$ cat config.mk
export PLATFORM = sky130hd
export DESIGN_NAME = hbridge_pwm_output_select
export DESIGN_NICKNAME = d
export VERILOG_FILES = /design/src/hbridge_pwm_pkg.sv /design/src/hbridge_pwm_output_select.sv
export SDC_FILE = /design/constraint.sdc
export NUM_CORES = 1
export LEC_CHECK = 0
export ABC_CLOCK_PERIOD_IN_PS = 14350
export BUFFER_PORTS_ARGS = -buffer_cell sky130_fd_sc_hd__buf_4
export CAP_MARGIN = 20
export CORE_MARGIN = 5
export CORE_UTILIZATION = 31
export DETAILED_ROUTE_END_ITERATION = 6
export GPL_TIMING_DRIVEN = 0
export PLACE_DENSITY = 0.54
export SLEW_MARGIN = 30
export SYNTH_ARGS = -nofsm -noshare
export SYNTH_HDL_FRONTEND = slang
export SYNTH_SLANG_ARGS = --single-unit
$ cat constraint.sdc
create_clock -name i_clk -period 14.35 [get_ports i_clk]
set_input_delay 0.7175 -clock i_clk [delete_from_list [all_inputs] [get_ports i_clk]]
set_output_delay 0.7175 -clock i_clk [all_outputs]
set_load 0.02 [all_outputs]
$ cat src/hbridge_pwm_pkg.sv
package hbridge_pwm_pkg;

    localparam int ADDR_W = 32;
    localparam int DATA_W = 32;
    localparam int CMP_W = 16;
    localparam int N_CMP = 8;
    localparam int N_OUT = 4;
    localparam int N_IRQ = 2;

    // Register byte addresses
    localparam logic [31:0] OFF_CTRL = 32'hffff0f80;
    localparam logic [31:0] OFF_PERIOD = 32'hffff0f90;
    localparam logic [31:0] OFF_TRIP_CLR = 32'hffff0fb8;
    localparam logic [31:0] OFF_STATUS = 32'hffff0fc0;
    localparam logic [31:0] OFF_MASK = 32'hffff0fc4;
    localparam logic [31:0] OFF_PIN_FUNC = 32'hffff0fc8;
    localparam logic [31:0] OFF_CMP [N_CMP] = '{
        32'hffff0f84, 32'hffff0f88, 32'hffff0f8c, 32'hffff0f94,
        32'hffff0f98, 32'hffff0f9c, 32'hffff0fa4, 32'hffff0fa8};

    // Register select codes
    localparam logic [3:0] SEL_CTRL = 4'h0;
    localparam logic [3:0] SEL_CMP0 = 4'h1;
    localparam logic [3:0] SEL_PERIOD = 4'h9;
    localparam logic [3:0] SEL_TRIP_CLR = 4'ha;
    localparam logic [3:0] SEL_STATUS = 4'hb;
    localparam logic [3:0] SEL_MASK = 4'hc;
    localparam logic [3:0] SEL_PIN_FUNC = 4'hd;
    localparam logic [3:0] SEL_NONE = 4'hf;

    // Main control register fields
    localparam logic [15:0] CTRL_RESET = 16'h0012;
    localparam int B_GLOBAL_EN = 0;
    localparam int B_BRIDGE_MODE = 1;
    localparam int B_DIRECTION = 2;
    localparam int B_LOAD_REQ = 3;
    localparam int B_HIGH_OFF = 4;
    localparam int B_INVERT = 5;
    localparam int B_BRIDGE_EN = 9;
    localparam int B_TRIP_EN = 10;

    // Status bits
    localparam int S_TRIP = 0;
    localparam int S_WRAP = 1;

    localparam logic [CMP_W-1:0] CMP_RESET = 16'h0000;
    localparam logic [CMP_W-1:0] CNT_ZERO = 16'h0000;
    localparam logic [CMP_W-1:0] CNT_STEP = 16'h0001;
    localparam logic [N_OUT-1:0] PIN_FUNC_RESET = 4'hf;
    localparam logic [N_OUT-1:0] PAT_HIGH_OFF = 4'h5;
    localparam logic [N_OUT-1:0] PAT_ALL_HIGH = 4'hf;
    localparam logic [N_OUT-1:0] PAT_ALL_LOW = 4'h0;
    localparam logic [1:0] PAT_PAIR_LOW = 2'h0;
    localparam logic [1:0] PAT_PAIR_HIGH = 2'h3;
    localparam logic [1:0] RESP_OKAY = 2'h0;
    localparam logic [1:0] RESP_SLVERR = 2'h2;

    typedef struct packed {
        logic awvalid;
        logic [ADDR_W-1:0] awaddr;
        logic wvalid;
        logic [DATA_W-1:0] wdata;
        logic [3:0] wstrb;
        logic bready;
        logic arvalid;
        logic [ADDR_W-1:0] araddr;
        logic rready;
    } axil_req_t;

    typedef struct packed {
        logic awready;
        logic wready;
        logic bvalid;
        logic [1:0] bresp;
        logic arready;
        logic rvalid;
        logic [DATA_W-1:0] rdata;
        logic [1:0] rresp;
    } axil_rsp_t;

endpackage : hbridge_pwm_pkg

$ cat src/hbridge_pwm_output_select.sv
// Design decision made here: the AXI4-Lite slave port.
`timescale 1ns/1ps
module hbridge_pwm_output_select #(
    parameter logic [15:0] PERIOD_RESET = 16'h00ff
) (
    input wire logic i_clk,
    input wire logic i_reset_n,
    input wire logic i_ce,
    input wire hbridge_pwm_pkg::axil_req_t i_axil,
    output hbridge_pwm_pkg::axil_rsp_t o_axil,
    input wire logic i_trip_n,
    output logic [hbridge_pwm_pkg::N_OUT-1:0] o_pwm,
    output logic [hbridge_pwm_pkg::N_OUT-1:0] o_pin_is_pwm,
    output logic o_irq
);
    import hbridge_pwm_pkg::*;

    function automatic logic [3:0] reg_sel(input logic [ADDR_W-1:0] a);
        logic [3:0] s;
        s = SEL_NONE;
        if (a == OFF_CTRL) s = SEL_CTRL;
        if (a == OFF_PERIOD) s = SEL_PERIOD;
        if (a == OFF_TRIP_CLR) s = SEL_TRIP_CLR;
        if (a == OFF_STATUS) s = SEL_STATUS;
        if (a == OFF_MASK) s = SEL_MASK;
        if (a == OFF_PIN_FUNC) s = SEL_PIN_FUNC;
        for (int k = 0; k < N_CMP; k++) begin
            if (a == OFF_CMP[k]) s = SEL_CMP0 + 4'(k);
        end
        return s;
    endfunction : reg_sel

    function automatic logic [15:0] merge16(input logic [15:0] old,
                                            input logic [31:0] d,
                                            input logic [3:0] st);
        logic [15:0] m;
        m = old;
        if (st[0]) m[7:0] = d[7:0];
        if (st[1]) m[15:8] = d[15:8];
        return m;
    endfunction : merge16

    ////////////////////////////////////////////////////////////////////
    // Reset release and trip pin synchroniser
    logic rst_s1_r;
    logic rst_n;
    always_ff @(posedge i_clk or negedge i_reset_n) begin
        if (!i_reset_n) begin
            rst_s1_r <= 1'b0;
            rst_n <= 1'b0;
        end else begin
            rst_s1_r <= 1'b1;
            rst_n <= rst_s1_r;
        end
    end

    logic trip_s1_r;
    logic trip_s2_r;
    logic trip_s3_r;
    logic trip_lvl_r;
    always_ff @(posedge i_clk or negedge rst_n) begin
        if (!rst_n) begin
            trip_s1_r <= 1'b1;
            trip_s2_r <= 1'b1;
            trip_s3_r <= 1'b1;
            trip_lvl_r <= 1'b1;
        end else if (i_ce) begin
            trip_s1_r <= i_trip_n;
            trip_s2_r <= trip_s1_r;
            trip_s3_r <= trip_s2_r;
            if (trip_s2_r == trip_s3_r) trip_lvl_r <= trip_s3_r;
        end
    end

    ////////////////////////////////////////////////////////////////////
    // AXI4-Lite slave
    logic aw_held_r;
    logic w_held_r;
    logic [ADDR_W-1:0] aw_addr_r;
    logic [DATA_W-1:0] w_data_r;
    logic [3:0] w_strb_r;
    logic bvalid_r;
    logic [1:0] bresp_r;
    logic rvalid_r;
    logic [DATA_W-1:0] rdata_r;
    logic [1:0] rresp_r;

    wire awready = i_ce && !aw_held_r;
    wire wready = i_ce && !w_held_r;
    wire arready = i_ce && !rvalid_r;
    wire do_write = i_ce && aw_held_r && w_held_r && !bvalid_r;
    wire do_read = arready && i_axil.arvalid;
    wire [3:0] wsel = reg_sel(aw_addr_r);
    wire [3:0] rsel = reg_sel(i_axil.araddr);
    wire wr_ctrl = do_write && wsel == SEL_CTRL;
    wire wr_period = do_write && wsel == SEL_PERIOD;
    wire wr_trip_clr = do_write && wsel == SEL_TRIP_CLR;
    wire wr_status = do_write && wsel == SEL_STATUS;
    wire wr_mask = do_write && wsel == SEL_MASK;
    wire wr_pin = do_write && wsel == SEL_PIN_FUNC;

    always_ff @(posedge i_clk or negedge rst_n) begin
        if (!rst_n) begin
            aw_held_r <= 1'b0;
            w_held_r <= 1'b0;
            aw_addr_r <= '0;
            w_data_r <= '0;
            w_strb_r <= '0;
            bvalid_r <= 1'b0;
            bresp_r <= RESP_OKAY;
        end else if (i_ce) begin
            if (awready && i_axil.awvalid) begin
                aw_held_r <= 1'b1;
                aw_addr_r <= i_axil.awaddr;
            end
            if (wready && i_axil.wvalid) begin
                w_held_r <= 1'b1;
                w_data_r <= i_axil.wdata;
                w_strb_r <= i_axil.wstrb;
            end
            if (do_write) begin
                aw_held_r <= 1'b0;
                w_held_r <= 1'b0;
                bvalid_r <= 1'b1;
                bresp_r <= (wsel == SEL_NONE) ? RESP_SLVERR : RESP_OKAY;
            end else if (bvalid_r && i_axil.bready) begin
                bvalid_r <= 1'b0;
            end
        end
    end

    ////////////////////////////////////////////////////////////////////
    // Control, compare and interrupt registers
    logic [15:0] ctrl_r;
    logic [CMP_W-1:0] period_r;
    logic [N_IRQ-1:0] status_r;
    logic [N_IRQ-1:0] mask_r;
    logic [N_OUT-1:0] pin_func_r;
    logic [CMP_W-1:0] sw_cmp_r [N_CMP];
    logic [CMP_W-1:0] act_cmp_r [N_CMP];
    logic [CMP_W-1:0] cnt_r;

    wire global_en = ctrl_r[B_GLOBAL_EN];
    wire bridge_mode = ctrl_r[B_BRIDGE_MODE];
    wire direction = ctrl_r[B_DIRECTION];
    wire load_req = ctrl_r[B_LOAD_REQ];
    wire high_off = ctrl_r[B_HIGH_OFF];
    wire invert_all = ctrl_r[B_INVERT];
    wire bridge_en = ctrl_r[B_BRIDGE_EN];
    wire trip_en = ctrl_r[B_TRIP_EN];

    wire trip_evt = trip_en && !trip_lvl_r;
    wire cnt_wrap = global_en && cnt_r == period_r;
    wire load_now = global_en && load_req && cnt_r == CNT_ZERO;
    wire [15:0] ctrl_wr = merge16(ctrl_r, w_data_r, w_strb_r);
    wire [15:0] ctrl_sw = wr_ctrl ? ctrl_wr : ctrl_r;
    wire [N_IRQ-1:0] evt = {cnt_wrap, trip_evt};
    wire [N_IRQ-1:0] w1c = wr_status ? w_data_r[N_IRQ-1:0] : '0;
    wire [N_IRQ-1:0] clr_trip = {1'b0, wr_trip_clr};
    wire [N_IRQ-1:0] status_nxt = (status_r & ~w1c & ~clr_trip) | evt;

    always_ff @(posedge i_clk or negedge rst_n) begin
        if (!rst_n) begin
            ctrl_r <= CTRL_RESET;
            period_r <= PERIOD_RESET;
            status_r <= '0;
            mask_r <= '0;
            pin_func_r <= PIN_FUNC_RESET;
        end else if (i_ce) begin
            ctrl_r <= ctrl_sw;
            if (trip_evt) ctrl_r[B_GLOBAL_EN] <= 1'b0;
            status_r <= status_nxt;
            if (wr_period) period_r <= merge16(period_r, w_data_r, w_strb_r);
            if (wr_mask) mask_r <= w_data_r[N_IRQ-1:0];
            if (wr_pin) pin_func_r <= w_data_r[N_OUT-1:0];
        end
    end

    assign o_irq = |(status_r & mask_r);
    assign o_pin_is_pwm = pin_func_r;

    for (genvar k = 0; k < N_CMP; k++) begin : g_cmp
        wire wr_this = do_write && wsel == SEL_CMP0 + 4'(k);
        always_ff @(posedge i_clk or negedge rst_n) begin
            if (!rst_n) begin
                sw_cmp_r[k] <= CMP_RESET;
                act_cmp_r[k] <= CMP_RESET;
            end else if (i_ce) begin
                if (wr_this) begin
                    sw_cmp_r[k] <= merge16(sw_cmp_r[k], w_data_r, w_strb_r);
                end
                if (load_now) act_cmp_r[k] <= sw_cmp_r[k];
            end
        end
    end

    ////////////////////////////////////////////////////////////////////
    // Shared timer and compare waveforms
    always_ff @(posedge i_clk or negedge rst_n) begin
        if (!rst_n) begin
            cnt_r <= CNT_ZERO;
        end else if (i_ce && global_en) begin
            cnt_r <= cnt_wrap ? CNT_ZERO : cnt_r + CNT_STEP;
        end
    end

    logic [N_OUT-1:0] wave_r;
    for (genvar i = 0; i < N_OUT; i++) begin : g_wave
        localparam int P = (i / 2) * 3;
        localparam int F = P + 1 + (i % 2);
        wire hit_set = cnt_r == act_cmp_r[P];
        wire hit_clr = cnt_r == act_cmp_r[F];
        always_ff @(posedge i_clk or negedge rst_n) begin
            if (!rst_n) begin
                wave_r[i] <= 1'b0;
            end else if (i_ce && global_en) begin
                if (hit_clr) wave_r[i] <= 1'b0;
                else if (hit_set) wave_r[i] <= 1'b1;
            end
        end
    end

    ////////////////////////////////////////////////////////////////////
    // Output selection
    wire [1:0] pair0 = wave_r[1:0];
    wire [1:0] pair1 = wave_r[3:2];
    wire [N_OUT-1:0] sel_norm = direction ? {PAT_PAIR_LOW, pair0}
                                          : {pair1, PAT_PAIR_LOW};
    wire [N_OUT-1:0] sel_inv = direction ? {pair1, PAT_PAIR_HIGH}
                                         : {PAT_PAIR_HIGH, pair0};
    wire [N_OUT-1:0] sel_bridge = !bridge_en ? PAT_ALL_HIGH
                                : invert_all ? sel_inv : sel_norm;
    wire [N_OUT-1:0] sel_std = invert_all ? ~wave_r : wave_r;
    wire [N_OUT-1:0] pwm_nxt = !global_en ? PAT_ALL_LOW
                             : high_off ? PAT_HIGH_OFF
                             : bridge_mode ? sel_bridge : sel_std;

    always_ff @(posedge i_clk or negedge rst_n) begin
        if (!rst_n) begin
            o_pwm <= PAT_ALL_LOW;
        end else if (i_ce) begin
            o_pwm <= pwm_nxt;
        end
    end

    ////////////////////////////////////////////////////////////////////
    // Read path
    logic [DATA_W-1:0] rd_val;
    always_comb begin
        rd_val = '0;
        if (rsel >= SEL_CMP0 && rsel < SEL_PERIOD) begin
            rd_val[CMP_W-1:0] = sw_cmp_r[3'(rsel - SEL_CMP0)];
        end
        if (rsel == SEL_CTRL) rd_val[15:0] = ctrl_r;
        if (rsel == SEL_PERIOD) rd_val[CMP_W-1:0] = period_r;
        if (rsel == SEL_STATUS) rd_val[N_IRQ-1:0] = status_r;
        if (rsel == SEL_MASK) rd_val[N_IRQ-1:0] = mask_r;
        if (rsel == SEL_PIN_FUNC) rd_val[N_OUT-1:0] = pin_func_r;
    end

    always_ff @(posedge i_clk or negedge rst_n) begin
        if (!rst_n) begin
            rvalid_r <= 1'b0;
            rdata_r <= '0;
            rresp_r <= RESP_OKAY;
        end else if (i_ce) begin
            if (do_read) begin
                rvalid_r <= 1'b1;
                rdata_r <= rd_val;
                rresp_r <= (rsel == SEL_NONE) ? RESP_SLVERR : RESP_OKAY;
            end else if (rvalid_r && i_axil.rready) begin
                rvalid_r <= 1'b0;
            end
        end
    end

    assign o_axil.awready = awready;
    assign o_axil.wready = wready;
    assign o_axil.bvalid = bvalid_r;
    assign o_axil.bresp = bresp_r;
    assign o_axil.arready = arready;
    assign o_axil.rvalid = rvalid_r;
    assign o_axil.rdata = rdata_r;
    assign o_axil.rresp = rresp_r;
endmodule : hbridge_pwm_output_select

Yosys cells after proc, flatten, opt, wreduce, memory -nomap -nowiden
Index checks and enable logic that the tools add are counted.
{"block": "word_totals", "latch_bits": 0, "memories": 0, "elab_cells": 273, "mem_bits_ro": 0, "mem_bits_rw": 0, "register_bits": 368, "input_bits": 109}
{"block": "op_classes", "mux": 66, "magnitude_cmp": 3, "n_shift": 0, "div_mod_pow": 0, "n_bitwise": 8, "mul": 0, "eq_ne": 55, "reduce_logical": 87, "add_sub_neg": 2}
{"op": "$eq 32x32->1 const B", "count": 28}
{"op": "$mux 4", "count": 37}
{"op": "$eq 16x16->1", "count": 7}
{"op": "$mux 16", "count": 6}
{"op": "$reduce_and 3->1", "count": 21}
{"op": "$bmux 16 s3", "count": 1}
{"op": "$eq 4x4->1 const B", "count": 12}
{"op": "$reduce_and 2->1", "count": 16}
{"op": "$logic_and 1x1->1", "count": 31}
{"op": "$reduce_bool 2->1", "count": 10}
{"op": "$mux 1", "count": 17}
{"op": "$add 16x1->16 const B", "count": 1}
{"op": "$eq 4x3->1 const B", "count": 4}
{"op": "$logic_not 16->1", "count": 1}
{"op": "$mux 2", "count": 5}
{"op": "$eq 4x2->1 const B", "count": 2}
{"op": "$logic_not 4->1", "count": 2}
{"op": "$and 2x2->2", "count": 3}
{"op": "$logic_not 1->1", "count": 5}
{"op": "$eq 4x1->1 const B", "count": 1}
{"op": "$ge 4x1->1 const B", "count": 1}
{"op": "$ge 4x4->1 const B", "count": 1}
{"op": "$lt 4x4->1 const B", "count": 1}
{"op": "$not 3->4", "count": 1}
{"op": "7 further kinds", "count": 7}

Logic depth before layout (Yosys ltp)
{"block": "logic_depth", "depth_word": 26, "depth_mapped": 16, "ltp_nobuf": 13}

Least setup slack after synthesis
No wires, ideal clock.
{"block": "synth_timing", "path_type": "input -> register", "startpoint": "input port i_axil[4] (netlist name)", "endpoint": "register rdata_r[5]", "slack_ns": 10.055, "cell_stages": 16, "arrival_time_ns": 4.218, "n_path_buf": 4, "setup_time_ns": 0.077, "required_ns": 14.273, "path_cell_list": "clkbuf_1 or3b_2 a311oi_1 or2_2 clkbuf_1 nand2_1 inv_1 ha_1 inv_1 clkbuf_1 nor4_1 nor2_1 nor4_1 clkbuf_1 a221oi_1 a21oi_1"}
{"block": "synth_via", "elab_chain_cells": 23, "elab_cells_between_ends": 41, "classes_between": "add/sub (1); order compare (2); eq/ne (15); mux (20); bitwise (1); reduce/logical (2)"}
{"element": "from (decl)", "line_no": "hbridge_pwm_output_select.sv:9", "text": "input wire hbridge_pwm_pkg::axil_req_t i_axil,"}
{"element": "$eq 32x32->1", "line_no": "hbridge_pwm_output_select.sv:21", "text": "if (a == OFF_CTRL) s = SEL_CTRL;"}
{"element": "$mux 4", "line_no": "hbridge_pwm_output_select.sv:21"}
{"element": "$mux 4", "line_no": "hbridge_pwm_output_select.sv:22", "text": "if (a == OFF_PERIOD) s = SEL_PERIOD;"}
{"element": "$mux 4", "line_no": "hbridge_pwm_output_select.sv:23", "text": "if (a == OFF_TRIP_CLR) s = SEL_TRIP_CLR;"}
{"element": "$mux 4", "line_no": "hbridge_pwm_output_select.sv:24", "text": "if (a == OFF_STATUS) s = SEL_STATUS;"}
{"element": "$mux 4", "line_no": "hbridge_pwm_output_select.sv:25", "text": "if (a == OFF_MASK) s = SEL_MASK;"}
{"element": "$mux 4", "line_no": "hbridge_pwm_output_select.sv:26", "text": "if (a == OFF_PIN_FUNC) s = SEL_PIN_FUNC;"}
{"element": "$mux 4 (7 in a row)", "line_no": "hbridge_pwm_output_select.sv:28", "text": "if (a == OFF_CMP[k]) s = SEL_CMP0 + 4'(k);"}
{"element": "$mux 4 (*)", "line_no": "hbridge_pwm_output_select.sv:28"}
{"element": "$sub 3x1->3", "line_no": "hbridge_pwm_output_select.sv:252", "text": "rd_val[CMP_W-1:0] = sw_cmp_r[3'(rsel - SEL_CMP0)];"}
{"element": "$not 3->4 (implied by the code)", "line_no": "hbridge_pwm_output_select.sv:252"}
{"element": "$bmux 16 s3", "line_no": "hbridge_pwm_output_select.sv:252"}
{"element": "$mux 16 (implied by the code) (2 in a row)", "line_no": "hbridge_pwm_output_select.sv:252"}
{"element": "$mux 16", "line_no": "hbridge_pwm_output_select.sv:251", "text": "if (rsel >= SEL_CMP0 && rsel < SEL_PERIOD) begin"}
{"element": "$mux 16", "line_no": "hbridge_pwm_output_select.sv:254", "text": "if (rsel == SEL_CTRL) rd_val[15:0] = ctrl_r;"}
{"element": "$mux 16 (*)", "line_no": "hbridge_pwm_output_select.sv:255", "text": "if (rsel == SEL_PERIOD) rd_val[CMP_W-1:0] = period_r;"}
{"element": "to (signal assigned)", "line_no": "hbridge_pwm_output_select.sv:269", "text": "rdata_r <= rd_val;"}
{"element": "to (decl)", "line_no": "hbridge_pwm_output_select.sv:85", "text": "logic [DATA_W-1:0] rdata_r;"}
Mark *: on every way between the ends. The rest lies on a longest branch, timed or not. The select of a mux whose other input is x is not followed.
A chain may end at the register's enable or synchronous reset.

Final worst setup path
{"block": "layout_timing", "startpoint": "input port i_axil[4] (netlist name)", "endpoint": "register rdata_r[7]"}
Same word-level chain as after synthesis.

==> PnR_summary.wiki <==
{| class="wikitable"
! Metric !! Value
|-
| Kind of start point of the critical path || primary input
|-
| Post-synth EDFFs || 0
|-
| Maximum vdd drop || ~0.000063 V
|-
| Min Clock Period, post-route || approximately 5600 ps
|-
| Routability congestion estimate || a little under 0.9
|-
| Count of maximum capacitance violations || 0
|-
| CTS sink count || around 370
|-
| Top library cells by usage in the layout, fill and taps aside || mux2_2 (351), dfrtp_1 (347), buf_4 (147)
|-
| Switching Fraction || 0.303
|-
| Buffers and inverters on the worst path || 7
|-
| CP endpoint kind || register
|-
| Sequential fraction of the synthesis area || 0.509
|-
| Pin count of the biggest net entering global routing || 49
|-
| Total placed instance area || between 20000 and 25000 um^2
|-
| Iteration count of the initial detailed-routing pass || 5
|-
| Violation count after the first detailed-route iteration || between 700 and 800
|-
| Detailed-route wire length per cell || roughly 23 um
|-
| Required time at the worst-slack endpoint || 14820 ps
|-
| Buffer type at the clock tree root || clkbuf_16
|-
| Clock network fraction of total power || 0.367
|-
| First-pass GRT wire length || about 84000 um
|-
| Part of the power in registers || 0.427
|-
| Pins Over Slew Limit || 0
|-
| Number of buffers inserted for hold repair after clock tree synthesis || 1
|-
| Leading cell type in the layout, fill and taps excluded || mux2_2
|-
| Slew Limit Headroom || 0.243
|-
| Status || complete, no violations
|-
| Total internal power || roughly 2.0 mW
|-
| Cell leakage power || 10.1 nW
|-
| Final Cell Area || about 22000 um^2
|-
| Post-layout power || ~2.9 mW
|-
| Master of the slowest instance on the critical path || nor3b_1
|-
| Final hold violation count || 0
|-
| Post-route clock period utilization || 0.392
|-
| Vias || 12500
|-
| Clock Path Buffers || 3
|-
| Cell count after synthesis || ~1500
|-
| PortBufs || 122
|-
| Category of cells accounting for the largest share of critical-path delay || simple AND/OR/NAND/NOR gates
|-
| Number of H-tree levels || 2
|-
| Maximum cell stage delay along the critical path || approximately 960 ps
|-
| Flops & latches, synth || 366
|-
| Class of the worst hold path || register to async pin
|-
| Number of vias per cell || between 5 and 6
|-
| Count of different cell masters after synthesis || 73
|-
| Category of the most critical setup path || primary input to register
|-
| Netlist area before placement || 18000 um^2
|-
| Worst-Skew Late Latency || 560 ps
|-
| Antenna Violating Nets Remaining || 0
|-
| Layout Nets || approximately 1800
|-
| Warnings, synthesis || 0
|-
| Switching component of the power || between 0.8 and 0.9 mW
|-
| CP most frequent cell || clkbuf_1
|-
| Max FO, Critical Path || 10
|-
| Area fraction of the dominant cell type after synthesis || 0.483
|-
| CORE AREA || just under 60000 um^2
|-
| Unrepaired setup endpoints after global routing || false
|-
| Share of layout cells above drive strength 1 || 0.372
|-
| DIE WIDTH || around 250 um
|-
| Final core area utilization || 0.374
|-
| Share of flip-flops with an asynchronous set or reset || 1.00
|-
| Total overflow reported by the global router || 0
|-
| Leading cell types by total area after synthesis || dfrtp_1 (48%), mux2_2 (22%), xnor2_1 (3.4%)
|-
| Mapped Avg Cell Area || between 10 and 15 um^2
|-
| Relative contribution of combinational cells to total power || 0.206
|-
| I/O pins || between 150 and 200
|-
| Number of antenna cells inserted || 0
|-
| Worst Tran Pin Value || roughly 1100 ps
|-
| Initial Util || 0.313
|-
| Cell breakdown of the critical path || buf_4, clkbuf_1, or3b_2, a311oi_1, or2_2, clkbuf_1, nand2_1, inv_1, ha_1, inv_1, clkbuf_1, nor4_1, nor2_1, nor3b_1, buf_2, a222oi_1, a21oi_1
|-
| Number of global-route vias before repair || between 10000 and 15000
|-
| Die area || ~63000 um^2
|-
| Total track usage || 0.173
|-
| Most common flop cell mapped by yosys || dfrtp_1
|-
| Max Freq || between 150 and 200 MHz
|-
| Total number of placement rows || between 80 and 90
|-
| Yosys top cell by area || dfrtp_1
|-
| Power density cells || approximately 130 nW/um^2
|-
| Number of endpoints failing setup at the final stage || 0
|-
| Synth-to-layout area growth || 19.5%
|-
| Max Clock Skew || around 15 ps
|-
| Clock transition at path regs || around 60 ps
|-
| TritonCTS clock tree || built
|-
| Clock buffers created by TritonCTS || between 40 and 50
|-
| Post-DP HPWL || 42500 um
|-
| Die extent in y || between 200 and 300 um
|-
| Arrival time worst endpoint || just over 6000 ps
|-
| Initial antenna violation count || 1
|-
| Post-CTS sizing || 0
|-
| Remaining routing DRC violations || 0
|-
| Number of setup buffers added after CTS || 0
|-
| Routed WL || between 50000 and 60000 um
|}
==> registers in the layout (all words and copies together), names as in the netlist, 2 cells and up <==
name and flops:
status_r 2, w_data_r 16, aw_addr_r 32, period_r 16, sw_cmp_r 128, act_cmp_r 96
cnt_r 16, pair0 2, mask_r 2, rdata_r 16, w_strb_r 2, o_pin_is_pwm 4
ctrl_r 16, pair1 2, o_pwm 4
==> path summary, 6_finish.rpt <==
kind	endpoint	slack (ps)	cells after the start	startpoint
max in group asynchronous	o_pin_is_pwm[2]	12760	3	rst_n
hold / removal	w_data_r[12]	310	0	rst_n
min in group i_clk	rst_n	350	0	rst_s1_r
hold reg to reg	w_data_r[12]	310	0	rst_n
setup / recovery	rdata_r[7]	8720	17	i_axil[4]
setup reg to reg	sw_cmp_r[2]	10670	6	aw_addr_r[15]
==> metal layers <==
layer | vias up | GRT usage | part of all wire
met1 | 6427 | 0.233 | 0.44
met3 | 90 | 0.0299 | 0.047
met5 | - | 0 | 0
met4 | 0 | 0.0544 | 0.028
li1 | 5683 | - | -
met2 | 294 | 0.287 | 0.48
==> synthesized netlist by cell type (26+ instances only) <==
library cell / n
nand3_1: 26
a21oi_1: 30
xor2_1: 62
xnor2_1: 71
o21ai_0: 43
nand2_1: 51
dfrtp_1: 348
clkbuf_1: 64
nor2_1: 47
nand4_1: 31
mux2_2: 351
==> area by class of cell <==
type                            instances  area (um^2)
Fill cell                            5645        36100
Sequential cell                       366         9190
Multi-Input combinational cell        982         8290
Clock buffer                           60         1220
Timing Repair Buffer                  133         1140
Tap cell                              765          957
Buffer                                118          571
Clock inverter                         11          111
Inverter                               25         93.8
==> power by group through the flow <==
stage	combinational [mW]	sequential [mW]	clock (mW)
floorplan	0.339	1.24	0
global placement	0.560	1.26	0
detailed placement	0.595	1.24	0
CTS	0.598	1.23	1.08
global route	0.641	1.24	1.12
finish	0.589	1.22	1.05
==> logic make-up after synthesis <==
family | synth area share
muxes | 0.235
DFF | 0.509
and+or+nand+nor | 0.0866
AOI/OAI and AO/OA | 0.0644
buffers and inverters | 0.0368
xor gates and xnor gates | 0.0646
adders and majority gates | 0.00347
other | 0.000416
==> stage by stage <==
step | setup slack [ps] | hold slack, ps | cells | TNS (ps)
2_1_floorplan | 3430 | 331 | 1491 | 0
6_report | 8720 | 311 | 2460 | 0
3_3_place_gp | -843 | 338 | 2378 | -276510
5_1_grt | 8460 | 360 | 2460 | 0
3_5_place_dp | 8340 | 332 | 2388 | 0
4_1_cts | 8950 | 332 | 2460 | 0
Note: power is estimated with default switching activity, not from simulation.
